`src/core/audio_capture_pkg.sv`:
```
package audio_capture_pkg;
   // Register indices; byte address on the bus is four times the index
   localparam logic [11:0] IDX_BASE_LO  = 12'h0b00;
   localparam logic [11:0] IDX_BASE_MID = 12'h0b01;
   localparam logic [11:0] IDX_DEPTH    = 12'h0b02;
   localparam logic [11:0] IDX_BASE_HI  = 12'h0b03;
   localparam logic [11:0] IDX_LOW_THR  = 12'h0b0c;
   localparam logic [11:0] IDX_HIGH_THR = 12'h0b0d;
   localparam logic [11:0] IDX_QCTRL    = 12'h0b10;
   localparam logic [11:0] IDX_CFG      = 12'h0b11;
   localparam logic [11:0] IDX_DECIM    = 12'h0b12;
   localparam logic [11:0] IDX_STATUS   = 12'h0b13;
   localparam logic [11:0] IDX_RPTR_LO  = 12'h0b14;
   localparam logic [11:0] IDX_RPTR_HI  = 12'h0b15;
   localparam logic [11:0] IDX_WPTR_LO  = 12'h0b16;
   localparam logic [11:0] IDX_WPTR_HI  = 12'h0b17;
   localparam logic [11:0] IDX_OCC_LO   = 12'h0b20;
   localparam logic [11:0] IDX_OCC_HI   = 12'h0b21;
   localparam logic [11:0] IDX_MODE     = 12'h0b2c;
   localparam logic [11:0] IDX_I2S_DIV  = 12'h0b30;
   localparam logic [11:0] IDX_FILTER   = 12'h0b40;
   localparam logic [11:0] IDX_ACTRL    = 12'h0560;

   // Reset values
   localparam logic [7:0] RST_BASE_MID = 8'h40;
   localparam logic [7:0] RST_DEPTH    = 8'h7f;
   localparam logic [7:0] RST_I2S_DIV  = 8'h40;

   // Field positions
   localparam int CFG_EDGE_LSB = 0;
   localparam int CFG_SRC_LSB  = 2;
   localparam int CFG_MONO     = 4;
   localparam int CFG_DEC_BYP  = 5;
   localparam int CFG_MASK_LSB = 6;
   localparam int QC_LOW_IE    = 4;
   localparam int QC_HIGH_IE   = 5;
   localparam int ST_LOW       = 0;
   localparam int ST_HIGH      = 1;
   localparam int ST_LOW_STK   = 4;
   localparam int ST_HIGH_STK  = 5;
   localparam int FLT_HPF_BYP  = 4;
   localparam int FLT_LPF_BYP  = 6;
   localparam int FLT_DOWN     = 7;
   localparam int AC_PLAY      = 1;
   localparam int AC_ISO       = 3;
   localparam int AC_REC       = 4;
   localparam int AC_IFACE     = 5;
   localparam int MODE_MANUAL  = 0;

   typedef enum logic [1:0] {SRC_USB, SRC_SERIAL, SRC_ANALOG, SRC_PDM} src_sel_t;

   typedef struct packed {
      logic        psel;
      logic        penable;
      logic        pwrite;
      logic [15:0] paddr;
      logic [31:0] pwdata;
      logic [3:0]  pstrb;
   } apb_req_t;

   typedef struct packed {
      logic        pready;
      logic [31:0] prdata;
      logic        pslverr;
   } apb_rsp_t;

   typedef struct packed {
      logic        vld;
      logic        ch;
      logic [15:0] data;
   } sample_t;

   typedef struct packed {
      logic        vld;
      logic [15:0] ch0;
      logic [15:0] ch1;
      logic [15:0] ch2;
   } analog_t;

   typedef struct packed {
      logic        vld;
      logic [1:0]  queue;
      logic [23:0] addr;
      logic [15:0] data;
   } mem_wr_t;

   typedef struct packed {
      logic [7:0]       base_lo, base_mid, base_hi, depth, low_thr, high_thr;
      logic [7:0]       qctrl, cfg, decim, status, mode, flt, actrl, i2s_div;
      logic [15:0]      wptr, rptr;
      logic             pready, pslverr;
      logic [31:0]      prdata;
      logic             pdm_s1, pdm_s2, i2s_s1, i2s_s2;
      logic [7:0]       pdm_cnt, bclk_cnt;
      logic             pdm_clk, bclk, lrclk;
      logic [3:0]       bit_cnt;
      logic [15:0]      shreg;
      logic             raw_vld, ana1_vld;
      logic [15:0]      raw_data, ana1_data;
      sample_t          smp, pout;
      logic [1:0][31:0] acc;
      logic [1:0][8:0]  dcnt;
      logic [1:0][15:0] lpf_prev, hpf_dc;
      logic [1:0]       ds_ph;
      mem_wr_t          mem;
      logic             low_irq, high_irq;
   } core_st_t;

   localparam core_st_t ST_RESET = '{default: '0, base_mid: RST_BASE_MID,
                                     depth: RST_DEPTH, i2s_div: RST_I2S_DIV};

   // Ratio codes 0..7 give 1..8, 8..12 give 16..256
   function automatic logic [8:0] decim_ratio(input logic [3:0] code);
      if (code < 4'h8) return {5'h00, code} + 9'h001;
      if (code < 4'hd) return 9'h001 << (code - 4'h4);
      return 9'h001;
   endfunction : decim_ratio
endpackage : audio_capture_pkg

```
`src/core/audio_input_path_dma_fifo.sv`:
```
`timescale 1ns/10ps
module audio_input_path_dma_fifo #(
   parameter logic [7:0] PDM_HALF = 8'h20
) (
   // Clock and reset
   input  wire logic                        sys_clk_in,
   input  wire logic                        rst_in,
   // APB slave
   input  wire audio_capture_pkg::apb_req_t apb_in,
   output audio_capture_pkg::apb_rsp_t      apb_out,
   // Pulse-density microphone
   input  wire logic                        pdm_data_in,
   output logic                             pdm_clk_out,
   // Serial audio codec
   input  wire logic                        i2s_data_in,
   output logic                             i2s_bclk_out,
   output logic                             i2s_lrclk_out,
   // USB stream and converter, same clock
   input  wire audio_capture_pkg::sample_t  usb_in,
   input  wire audio_capture_pkg::analog_t  analog_in,
   // Queue memory side
   input  wire logic                        dma_rd_in,
   output audio_capture_pkg::mem_wr_t       mem_out,
   // Status and playback enables
   output logic                             queue_low_irq_out,
   output logic                             queue_high_irq_out,
   output logic                             playback_en_out,
   output logic                             iso_playback_en_out
);
   import audio_capture_pkg::*;

   core_st_t    st_reg;
   core_st_t    st_next;
   logic [15:0] depth_b;
   logic [15:0] occ;
   logic [13:0] occ_w;
   logic        live_low;
   logic        live_high;
   logic [11:0] idx;
   logic        hit;
   logic [7:0]  rd_val;
   logic        wr;
   logic [7:0]  wd;
   logic        clr_low;
   logic        clr_high;
   src_sel_t    src;

   // Queue geometry and level, in bytes
   assign depth_b   = {4'h0, st_reg.depth, 4'h0};
   assign occ       = (st_reg.wptr >= st_reg.rptr) ? st_reg.wptr - st_reg.rptr
                      : st_reg.wptr + depth_b - st_reg.rptr;
   assign occ_w     = occ[15:2];
   assign live_low  = occ_w < {6'h00, st_reg.low_thr};
   assign live_high = occ_w > {6'h00, st_reg.high_thr};
   assign src       = src_sel_t'(st_reg.cfg[CFG_SRC_LSB +: 2]);

   // Bus decode; write lands on the completing access edge
   assign idx      = apb_in.paddr[13:2];
   assign wd       = apb_in.pwdata[7:0];
   assign wr       = apb_in.psel & apb_in.penable & st_reg.pready & apb_in.pwrite & apb_in.pstrb[0] & hit;
   assign clr_low  = wr & (idx == IDX_STATUS) & wd[ST_LOW_STK];
   assign clr_high = wr & (idx == IDX_STATUS) & wd[ST_HIGH_STK];

   // Read mux; unmapped or misaligned answers with an error
   always_comb begin
      rd_val = 8'h00;
      hit    = (apb_in.paddr[1:0] == 2'b00) && (apb_in.paddr[15:14] == 2'b00);
      case (idx)
         IDX_BASE_LO:  rd_val = st_reg.base_lo;
         IDX_BASE_MID: rd_val = st_reg.base_mid;
         IDX_DEPTH:    rd_val = st_reg.depth;
         IDX_BASE_HI:  rd_val = st_reg.base_hi;
         IDX_LOW_THR:  rd_val = st_reg.low_thr;
         IDX_HIGH_THR: rd_val = st_reg.high_thr;
         IDX_QCTRL:    rd_val = st_reg.qctrl;
         IDX_CFG:      rd_val = st_reg.cfg;
         IDX_DECIM:    rd_val = st_reg.decim;
         IDX_STATUS:   rd_val = st_reg.status;
         IDX_RPTR_LO:  rd_val = st_reg.rptr[7:0];
         IDX_RPTR_HI:  rd_val = st_reg.rptr[15:8];
         IDX_WPTR_LO:  rd_val = st_reg.wptr[7:0];
         IDX_WPTR_HI:  rd_val = st_reg.wptr[15:8];
         IDX_OCC_LO:   rd_val = occ[7:0];
         IDX_OCC_HI:   rd_val = occ[15:8];
         IDX_MODE:     rd_val = st_reg.mode;
         IDX_I2S_DIV:  rd_val = st_reg.i2s_div;
         IDX_FILTER:   rd_val = st_reg.flt;
         IDX_ACTRL:    rd_val = st_reg.actrl;
         default:      hit = 1'b0;
      endcase
   end

   // Whole next-state function
   always_comb begin
      logic               c;
      logic               v;
      logic [15:0]        x;
      logic [31:0]        a;
      logic [8:0]         k;
      logic signed [31:0] sh;
      logic [16:0]        t17;
      logic signed [16:0] d17;
      logic signed [16:0] step;
      logic [1:0]         q;
      logic [15:0]        wnext;
      logic               pdm_rise;
      logic               pdm_fall;
      logic               word_done;
      sample_t            s;
      c         = st_reg.smp.ch;
      v         = 1'b0;
      x         = st_reg.smp.data;
      a         = 32'h0000_0000;
      k         = 9'h000;
      sh        = 32'sh0000_0000;
      t17       = 17'h0_0000;
      d17       = 17'sh0_0000;
      step      = 17'sh0_0000;
      q         = 2'd0;
      wnext     = 16'h0000;
      pdm_rise  = 1'b0;
      pdm_fall  = 1'b0;
      word_done = 1'b0;
      s         = '0;
      st_next   = st_reg;

      // Register writes; status, pointers and level are not plain storage
      if (wr) begin
         case (idx)
            IDX_BASE_LO:  st_next.base_lo = wd;
            IDX_BASE_MID: st_next.base_mid = wd;
            IDX_DEPTH:    st_next.depth = wd;
            IDX_BASE_HI:  st_next.base_hi = wd;
            IDX_LOW_THR:  st_next.low_thr = wd;
            IDX_HIGH_THR: st_next.high_thr = wd;
            IDX_QCTRL:    st_next.qctrl = wd & 8'h37;
            IDX_CFG:      st_next.cfg = wd;
            IDX_DECIM:    st_next.decim = wd;
            IDX_MODE:     st_next.mode = wd & 8'h01;
            IDX_I2S_DIV:  st_next.i2s_div = wd;
            IDX_FILTER:   st_next.flt = wd;
            IDX_ACTRL:    st_next.actrl = wd & 8'h3a;
            IDX_RPTR_LO:  if (st_reg.mode[MODE_MANUAL]) st_next.rptr[7:0] = wd;
            IDX_RPTR_HI:  if (st_reg.mode[MODE_MANUAL]) st_next.rptr[15:8] = wd;
            default:      ;
         endcase
      end

      // No wait state: data and ready registered in the setup cycle
      st_next.pready  = apb_in.psel & ~apb_in.penable;
      st_next.pslverr = apb_in.psel & ~apb_in.penable & ~hit;
      st_next.prdata  = {24'h00_0000, rd_val};

      // Two-flop synchronisers on the pins
      st_next.pdm_s1 = pdm_data_in;
      st_next.pdm_s2 = st_reg.pdm_s1;
      st_next.i2s_s1 = i2s_data_in;
      st_next.i2s_s2 = st_reg.i2s_s1;

      // Microphone clock runs only while its source is chosen
      if (src == SRC_PDM) begin
         if (st_reg.pdm_cnt >= PDM_HALF - 8'h01) begin
            st_next.pdm_cnt = 8'h00;
            st_next.pdm_clk = ~st_reg.pdm_clk;
            pdm_rise        = ~st_reg.pdm_clk;
            pdm_fall        = st_reg.pdm_clk;
         end else begin
            st_next.pdm_cnt = st_reg.pdm_cnt + 8'h01;
         end
      end else begin
         st_next.pdm_cnt = 8'h00;
         st_next.pdm_clk = 1'b0;
      end

      // Serial audio master; half bit period is divider plus one
      if (st_reg.actrl[AC_IFACE]) begin
         if (st_reg.bclk_cnt >= st_reg.i2s_div) begin
            st_next.bclk_cnt = 8'h00;
            st_next.bclk     = ~st_reg.bclk;
            if (!st_reg.bclk) begin
               st_next.shreg   = {st_reg.shreg[14:0], st_reg.i2s_s2};
               st_next.bit_cnt = st_reg.bit_cnt + 4'h1;
               word_done       = (st_reg.bit_cnt == 4'hf);
            end else if (st_reg.bit_cnt == 4'h0) begin
               st_next.lrclk = ~st_reg.lrclk;
            end
         end else begin
            st_next.bclk_cnt = st_reg.bclk_cnt + 8'h01;
         end
      end else begin
         st_next.bclk_cnt = 8'h00;
         st_next.bclk     = 1'b0;
         st_next.lrclk    = 1'b0;
         st_next.bit_cnt  = 4'h0;
      end

      // Source selection into one sample stream
      case (src)
         SRC_USB: s = usb_in;
         SRC_SERIAL: begin
            s.vld  = word_done & st_reg.actrl[AC_REC];
            s.ch   = st_reg.lrclk;
            s.data = {st_reg.shreg[14:0], st_reg.i2s_s2};
         end
         SRC_ANALOG: begin
            // Second channel waits a cycle so one sample enters per clock
            if (analog_in.vld) begin
               s                 = '{vld: 1'b1, ch: 1'b0, data: analog_in.ch0};
               st_next.ana1_vld  = 1'b1;
               st_next.ana1_data = analog_in.ch1;
            end else if (st_reg.ana1_vld) begin
               s                = '{vld: 1'b1, ch: 1'b1, data: st_reg.ana1_data};
               st_next.ana1_vld = 1'b0;
            end
         end
         SRC_PDM: begin
            // Edge code 11 is treated as rising only, never both
            s.vld  = (pdm_rise & st_reg.cfg[CFG_EDGE_LSB] & st_reg.cfg[CFG_MASK_LSB])
                     | (pdm_fall & (st_reg.cfg[1:0] == 2'b10) & st_reg.cfg[CFG_MASK_LSB + 1]);
            s.ch   = pdm_fall;
            s.data = st_reg.pdm_s2 ? 16'h0001 : 16'hffff;
         end
         default: s = '0;
      endcase
      st_next.smp = s;

      // Decimation; the shift keeps the accumulated sum in range
      v = st_reg.smp.vld & ~(st_reg.cfg[CFG_MONO] & c);
      if (v && !st_reg.cfg[CFG_DEC_BYP]) begin
         a = st_reg.acc[c] + {{16{x[15]}}, x};
         k = st_reg.dcnt[c] + 9'h001;
         if (k >= decim_ratio(st_reg.decim[3:0])) begin
            sh                 = $signed(a) >>> st_reg.decim[7:4];
            x                  = sh[15:0];
            st_next.acc[c]     = 32'h0000_0000;
            st_next.dcnt[c]    = 9'h000;
         end else begin
            v                  = 1'b0;
            st_next.acc[c]     = a;
            st_next.dcnt[c]    = k;
         end
      end
      // Two-tap average as compensation low-pass
      if (v && !st_reg.flt[FLT_LPF_BYP]) begin
         t17                 = {x[15], x} + {st_reg.lpf_prev[c][15], st_reg.lpf_prev[c]};
         st_next.lpf_prev[c] = x;
         x                   = t17[16:1];
      end
      if (v && st_reg.flt[FLT_DOWN]) begin
         st_next.ds_ph[c] = ~st_reg.ds_ph[c];
         v                = st_reg.ds_ph[c];
      end
      // Offset tracker; larger tuning value means slower tracking
      if (v && !st_reg.flt[FLT_HPF_BYP]) begin
         d17               = $signed({x[15], x}) - $signed({st_reg.hpf_dc[c][15], st_reg.hpf_dc[c]});
         step              = d17 >>> st_reg.flt[3:0];
         st_next.hpf_dc[c] = st_reg.hpf_dc[c] + step[15:0];
         x                 = d17[15:0];
      end
      st_next.pout = '{vld: v, ch: c, data: x};

      // Queue write port; processed data has priority over raw channel
      st_next.mem.vld = 1'b0;
      if (st_reg.pout.vld || st_reg.raw_vld) begin
         q = st_reg.pout.vld ? {1'b0, st_reg.pout.ch} : 2'd2;
         if (!st_reg.pout.vld) st_next.raw_vld = 1'b0;
         st_next.mem.queue = q;
         st_next.mem.data  = st_reg.pout.vld ? st_reg.pout.data : st_reg.raw_data;
         st_next.mem.addr  = 24'h00_0000;
         if (q == 2'd0) begin
            if (st_reg.qctrl[0] && (occ + 16'h0002 < depth_b)) begin
               st_next.mem.vld  = 1'b1;
               st_next.mem.addr = {st_reg.base_hi, st_reg.base_mid, st_reg.base_lo}
                                  + {8'h00, st_reg.wptr};
               wnext            = st_reg.wptr + 16'h0002;
               st_next.wptr     = (wnext >= depth_b) ? 16'h0000 : wnext;
            end
         end else begin
            st_next.mem.vld = st_reg.qctrl[q];
         end
      end
      // Raw channel two; a new sample wins over the clear above
      if (src == SRC_ANALOG && analog_in.vld) begin
         st_next.raw_vld  = 1'b1;
         st_next.raw_data = analog_in.ch2;
      end

      // Consumer reads one word at a time in auto mode
      if (dma_rd_in && !st_reg.mode[MODE_MANUAL] && occ >= 16'h0004) begin
         wnext        = st_reg.rptr + 16'h0004;
         st_next.rptr = (wnext >= depth_b) ? 16'h0000 : wnext;
      end

      // Level flags: live first, sticky one cycle later, set beats clear
      st_next.status              = 8'h00;
      st_next.status[ST_LOW]      = live_low;
      st_next.status[ST_HIGH]     = live_high;
      st_next.status[ST_LOW_STK]  = (st_reg.status[ST_LOW_STK] & ~clr_low) | st_reg.status[ST_LOW];
      st_next.status[ST_HIGH_STK] = (st_reg.status[ST_HIGH_STK] & ~clr_high) | st_reg.status[ST_HIGH];
      st_next.low_irq             = st_reg.status[ST_LOW_STK] & st_reg.qctrl[QC_LOW_IE];
      st_next.high_irq            = st_reg.status[ST_HIGH_STK] & st_reg.qctrl[QC_HIGH_IE];
   end

   // State register
   always_ff @(posedge sys_clk_in) begin
      if (rst_in) begin
         st_reg <= ST_RESET;
      end else begin
         st_reg <= st_next;
      end
   end

   // Outputs, all straight from state
   assign apb_out             = '{pready: st_reg.pready, prdata: st_reg.prdata, pslverr: st_reg.pslverr};
   assign pdm_clk_out         = st_reg.pdm_clk;
   assign i2s_bclk_out        = st_reg.bclk;
   assign i2s_lrclk_out       = st_reg.lrclk;
   assign mem_out             = st_reg.mem;
   assign queue_low_irq_out   = st_reg.low_irq;
   assign queue_high_irq_out  = st_reg.high_irq;
   assign playback_en_out     = st_reg.actrl[AC_PLAY];
   assign iso_playback_en_out = st_reg.actrl[AC_ISO];
endmodule : audio_input_path_dma_fifo

```
`config.mk`:
```
export PLATFORM = sky130hd
export DESIGN_NAME = audio_input_path_dma_fifo
export DESIGN_NICKNAME = d
export VERILOG_FILES = /design/src/core/audio_capture_pkg.sv /design/src/core/audio_input_path_dma_fifo.sv
export SDC_FILE = /design/constraint.sdc
export NUM_CORES = 1
export LEC_CHECK = 0
export ABC_AREA = 1
export ABC_CLOCK_PERIOD_IN_PS = 28000
export BUFFER_PORTS_ARGS = -buffer_cell sky130_fd_sc_hd__buf_4
export CELL_PAD_IN_SITES_DETAIL_PLACEMENT = 2
export CELL_PAD_IN_SITES_GLOBAL_PLACEMENT = 2
export CORE_MARGIN = 4
export CORE_UTILIZATION = 37
export CTS_BUF_LIST = sky130_fd_sc_hd__clkbuf_8 sky130_fd_sc_hd__clkbuf_16
export DETAILED_ROUTE_END_ITERATION = 6
export MAX_ROUTING_LAYER = met4
export PLACE_DENSITY = 0.86
export SYNTH_ARGS = -nofsm -noshare
export SYNTH_HDL_FRONTEND = slang
export SYNTH_SLANG_ARGS = --single-unit
```
`constraint.sdc`:
```
create_clock -name sys_clk_in -period 28 [get_ports sys_clk_in]
set_input_delay 1.4 -clock sys_clk_in [delete_from_list [all_inputs] [get_ports sys_clk_in]]
set_output_delay 1.4 -clock sys_clk_in [all_outputs]
set_load 0.01 [all_outputs]
```
==> impl_metrics.env <==
export IMPL_remaining_drc_errors=0
export IMPL_power_density_nw_per_um2=54.78
export IMPL_nFillCells=9580
export IMPL_required_ns=28.54
export IMPL_clock_skew_ns=0.04843
export IMPL_r2r_slack_ns=15.00
export IMPL_drt_wl_total_um=128800
export IMPL_reg2regPathDepth=67
export IMPL_synth_edf_count=0
export IMPL_async_flop_share_pct=0
export IMPL_avgRoutedWirePerCell_um=23.40
export IMPL_cp_start_kind="register"
export IMPL_final_setup_viol_count=0
export IMPL_grt_max_degree=88
export IMPL_hold_depth=2
export IMPL_mappedNetlistArea_um2=29370
export IMPL_largest_reg_flops=365
export IMPL_coreArea_um2=78870
export IMPL_cp_slowest_stage_delay_ns=0.69
export IMPL_rsz0062_at_grt="no"
export IMPL_final_nets=4750
export IMPL_syn_inst=4399
export IMPL_cts_tree="built"
export IMPL_die_area_um2=83950
export IMPL_drv_slew=0
export IMPL_clk_path_buf_depth=3
export IMPL_die_h_um=289.7
export IMPL_post_drt_via_cell_ratio=5.633
export IMPL_period_share_pct=46.44
export IMPL_track_usage_pct=30.84
export IMPL_worst_slew_pin_slew_ns=1.287
export IMPL_period_minus_slack_ns=13.00
export IMPL_cts_resized=0
export IMPL_cp_common_cell="nand2_1"
export IMPL_num_vias=31020
export IMPL_crit_arrival_ns=13.54
export IMPL_leakage_nw=14.94
export IMPL_status="completed"
export IMPL_seq_area_frac_synth_pct=29.86
export IMPL_detail_route_antenna_nets=0
export IMPL_crit_type="register to register"
export IMPL_vdd_drop_max_v=0.00004393
export IMPL_max_freq_ghz=0.07690
export IMPL_worst_slack_ns=15.00
export IMPL_cp_max_fo=35
export IMPL_ctsHoldBuffers=0
export IMPL_maxCapViolCount=0
export IMPL_numPortBuffers=159
export IMPL_place_gp_congestion=0.9705
export IMPL_yosysWarnings=0
export IMPL_syn_to_final_growth_pct=11.40
export IMPL_slowest_stage="dfxtp_4"
export IMPL_die_w_um=289.7
export IMPL_antenna_cells=0
export IMPL_synth_seq_cells=438
export IMPL_drt_initial_drc_count=1964
export IMPL_critPathCaptureType="register"
export IMPL_grt_pass1_wl_um=198000
export IMPL_hpwlAfterDp_um=92070
export IMPL_place_ws_ns=15.39
export IMPL_tns_ns=0
export IMPL_drive_above_1_share_pct=8.997
export IMPL_numCtsBuffers=51
export IMPL_post_synth_num_cell_types=69
export IMPL_stdcell_count=5507
export IMPL_post_cts_buffers=0
export IMPL_hold_viol=0
export IMPL_first_global_vias=34030
export IMPL_p_total_w=0.001792
export IMPL_relSlewSlack_pct=14.08
export IMPL_ios=211
export IMPL_place_area_um2=30930
export IMPL_synth_top_flop_cell="dfxtp_1"
export IMPL_syn_area_per_cell_um2=6.676
export IMPL_dp_cells=5414
export IMPL_clkTransAtPathRegs_ns=0.06
export IMPL_num_rows=103
export IMPL_grt_overflow_total=0
export IMPL_cts_htree_levels=2
export IMPL_root_buffer="clkbuf_16"
export IMPL_clock_sinks=438
export IMPL_clock_latency_ns=0.66
export IMPL_hp_class="register to register"
export IMPL_fin_area_um2=32720
export IMPL_antenna_found_initial=0
export IMPL_dr_pass1_iters=5
export IMPL_initial_core_util_pct=37.24
==> power breakdown <==
group | internal (W) | switching [W] | leakage, nW
logic | 0.000135 | 0.000287 | 10.5
registers | 0.000637 | 0.0000122 | 3.55
clock network | 0.000412 | 0.000308 | 0.918
total | 0.00119 | 0.000607 | 14.9
==> area by class of cell <==
class	count	area (µm²)	share of cell area (%)
inverters	599	2253	6.887
flip-flops and latches	438	8772	26.81
repair buffers	184	1385	4.233
clock buffers	63	1441	4.405
clock inverters	30	342.8	1.048
multi-input cells	3143	17210	52.60
well taps	1050	1314	4.015
==> cells in the mapped netlist (30+ instances only) <==
cell type,instances,area share (%)
a31oi_1,34,0.72
nor3_1,34,0.58
buf_4,81,2.1
nand2_1,949,12
xor2_1,69,2.1
o21ai_0,376,6.4
inv_1,561,7.2
o22ai_1,37,0.79
nor2_1,348,4.4
nand4_1,34,0.72
nand3_1,284,4.8
inv_2,30,0.38
o21ai_1,45,0.77
a211oi_1,41,1.0
xnor2_1,30,0.89
dfxtp_1,438,30
clkbuf_1,128,1.6
a21oi_1,348,5.9
ha_1,187,8.0
o21bai_1,39,1.0
==> cell usage in the layout (no fill, tap or decap), drive strengths merged, types with 5 or more instances in the layout <==
cell type | Yosys | final
bufinv | 0 | 5
clkbuf | 128 | 63
o21bai | 40 | 40
ha | 187 | 187
nand3 | 303 | 303
xor2 | 69 | 69
xnor2 | 31 | 31
a221oi | 14 | 14
buf | 116 | 184
nand4 | 35 | 35
nand2 | 971 | 971
o221ai | 8 | 8
conb | 1 | 26
o21a | 9 | 9
or2 | 31 | 31
dfxtp | 438 | 438
nor4 | 19 | 19
o2111ai | 7 | 7
a32oi | 9 | 9
nor2 | 359 | 359
o211ai | 26 | 26
a21oi | 353 | 353
mux2i | 6 | 6
o22ai | 37 | 37
a31oi | 34 | 34
and2 | 10 | 10
a22oi | 8 | 8
nor3 | 37 | 37
o21ai | 422 | 422
fa | 19 | 19
a211oi | 42 | 42
clkinv | 8 | 21
inv | 591 | 602
==> metrics by stage <==
step	hold WS (ns)	utilization [%]
after floorplan	0.3883	-
after global placement	0.3962	39.22
after detailed placement	0.4200	39.22
after CTS	0.4267	41.48
after global routing	0.4512	41.48
final	0.4127	41.48
==> critical path, delay by kind of cell, from the launching register on <==
family                   cells  cell delay [ns]
AND/OR/NAND/NOR             32             3.98
AO/OA/AOI/OAI               18             4.10
buffers and inverters        8             1.42
flip-flops                   1             0.69
adder cells (fa/ha/maj)      5             1.78
XOR/XNOR                     4             0.84
==> logic make-up (layout without fill, tap and decap cells) <==
logic type	after synthesis	after routing	synth area share [%]
DFF	438	438	29.86
AOI/OAI and AO/OA	1033	1033	19.86
other	1	26	0.01277
xor gates and xnor gates	100	100	3.046
and+or+nand+nor	1772	1772	25.84
muxes	6	6	0.2045
buffers and inverters	843	876	11.92
adders and majority gates	206	206	9.262
==> final timing paths <==
kind                            from                 endpoint
max          st_next[209]$_SDFF_PP0_  st_reg[62]$_SDFFE_PP0P_
min          st_next[302]$_SDFF_PP0_   st_reg[302]$_SDFF_PP0_
max reg2reg  st_next[209]$_SDFF_PP0_  st_reg[62]$_SDFFE_PP0P_
min reg2reg  st_next[302]$_SDFF_PP0_   st_reg[302]$_SDFF_PP0_
==> per-layer routing <==
| layer | share of wire [%] | routed length, µm | global-route usage [%] |
|---|---|---|---|
| met5 | 0 | 0 | - |
| met2 | 48 | 62050 | 52.30 |
| met3 | 4.3 | 5477 | 4.031 |
| met4 | 5.3 | 6848 | 14.20 |
| met1 | 42 | 54470 | 36.43 |
(Power assumes the default switching activity.)
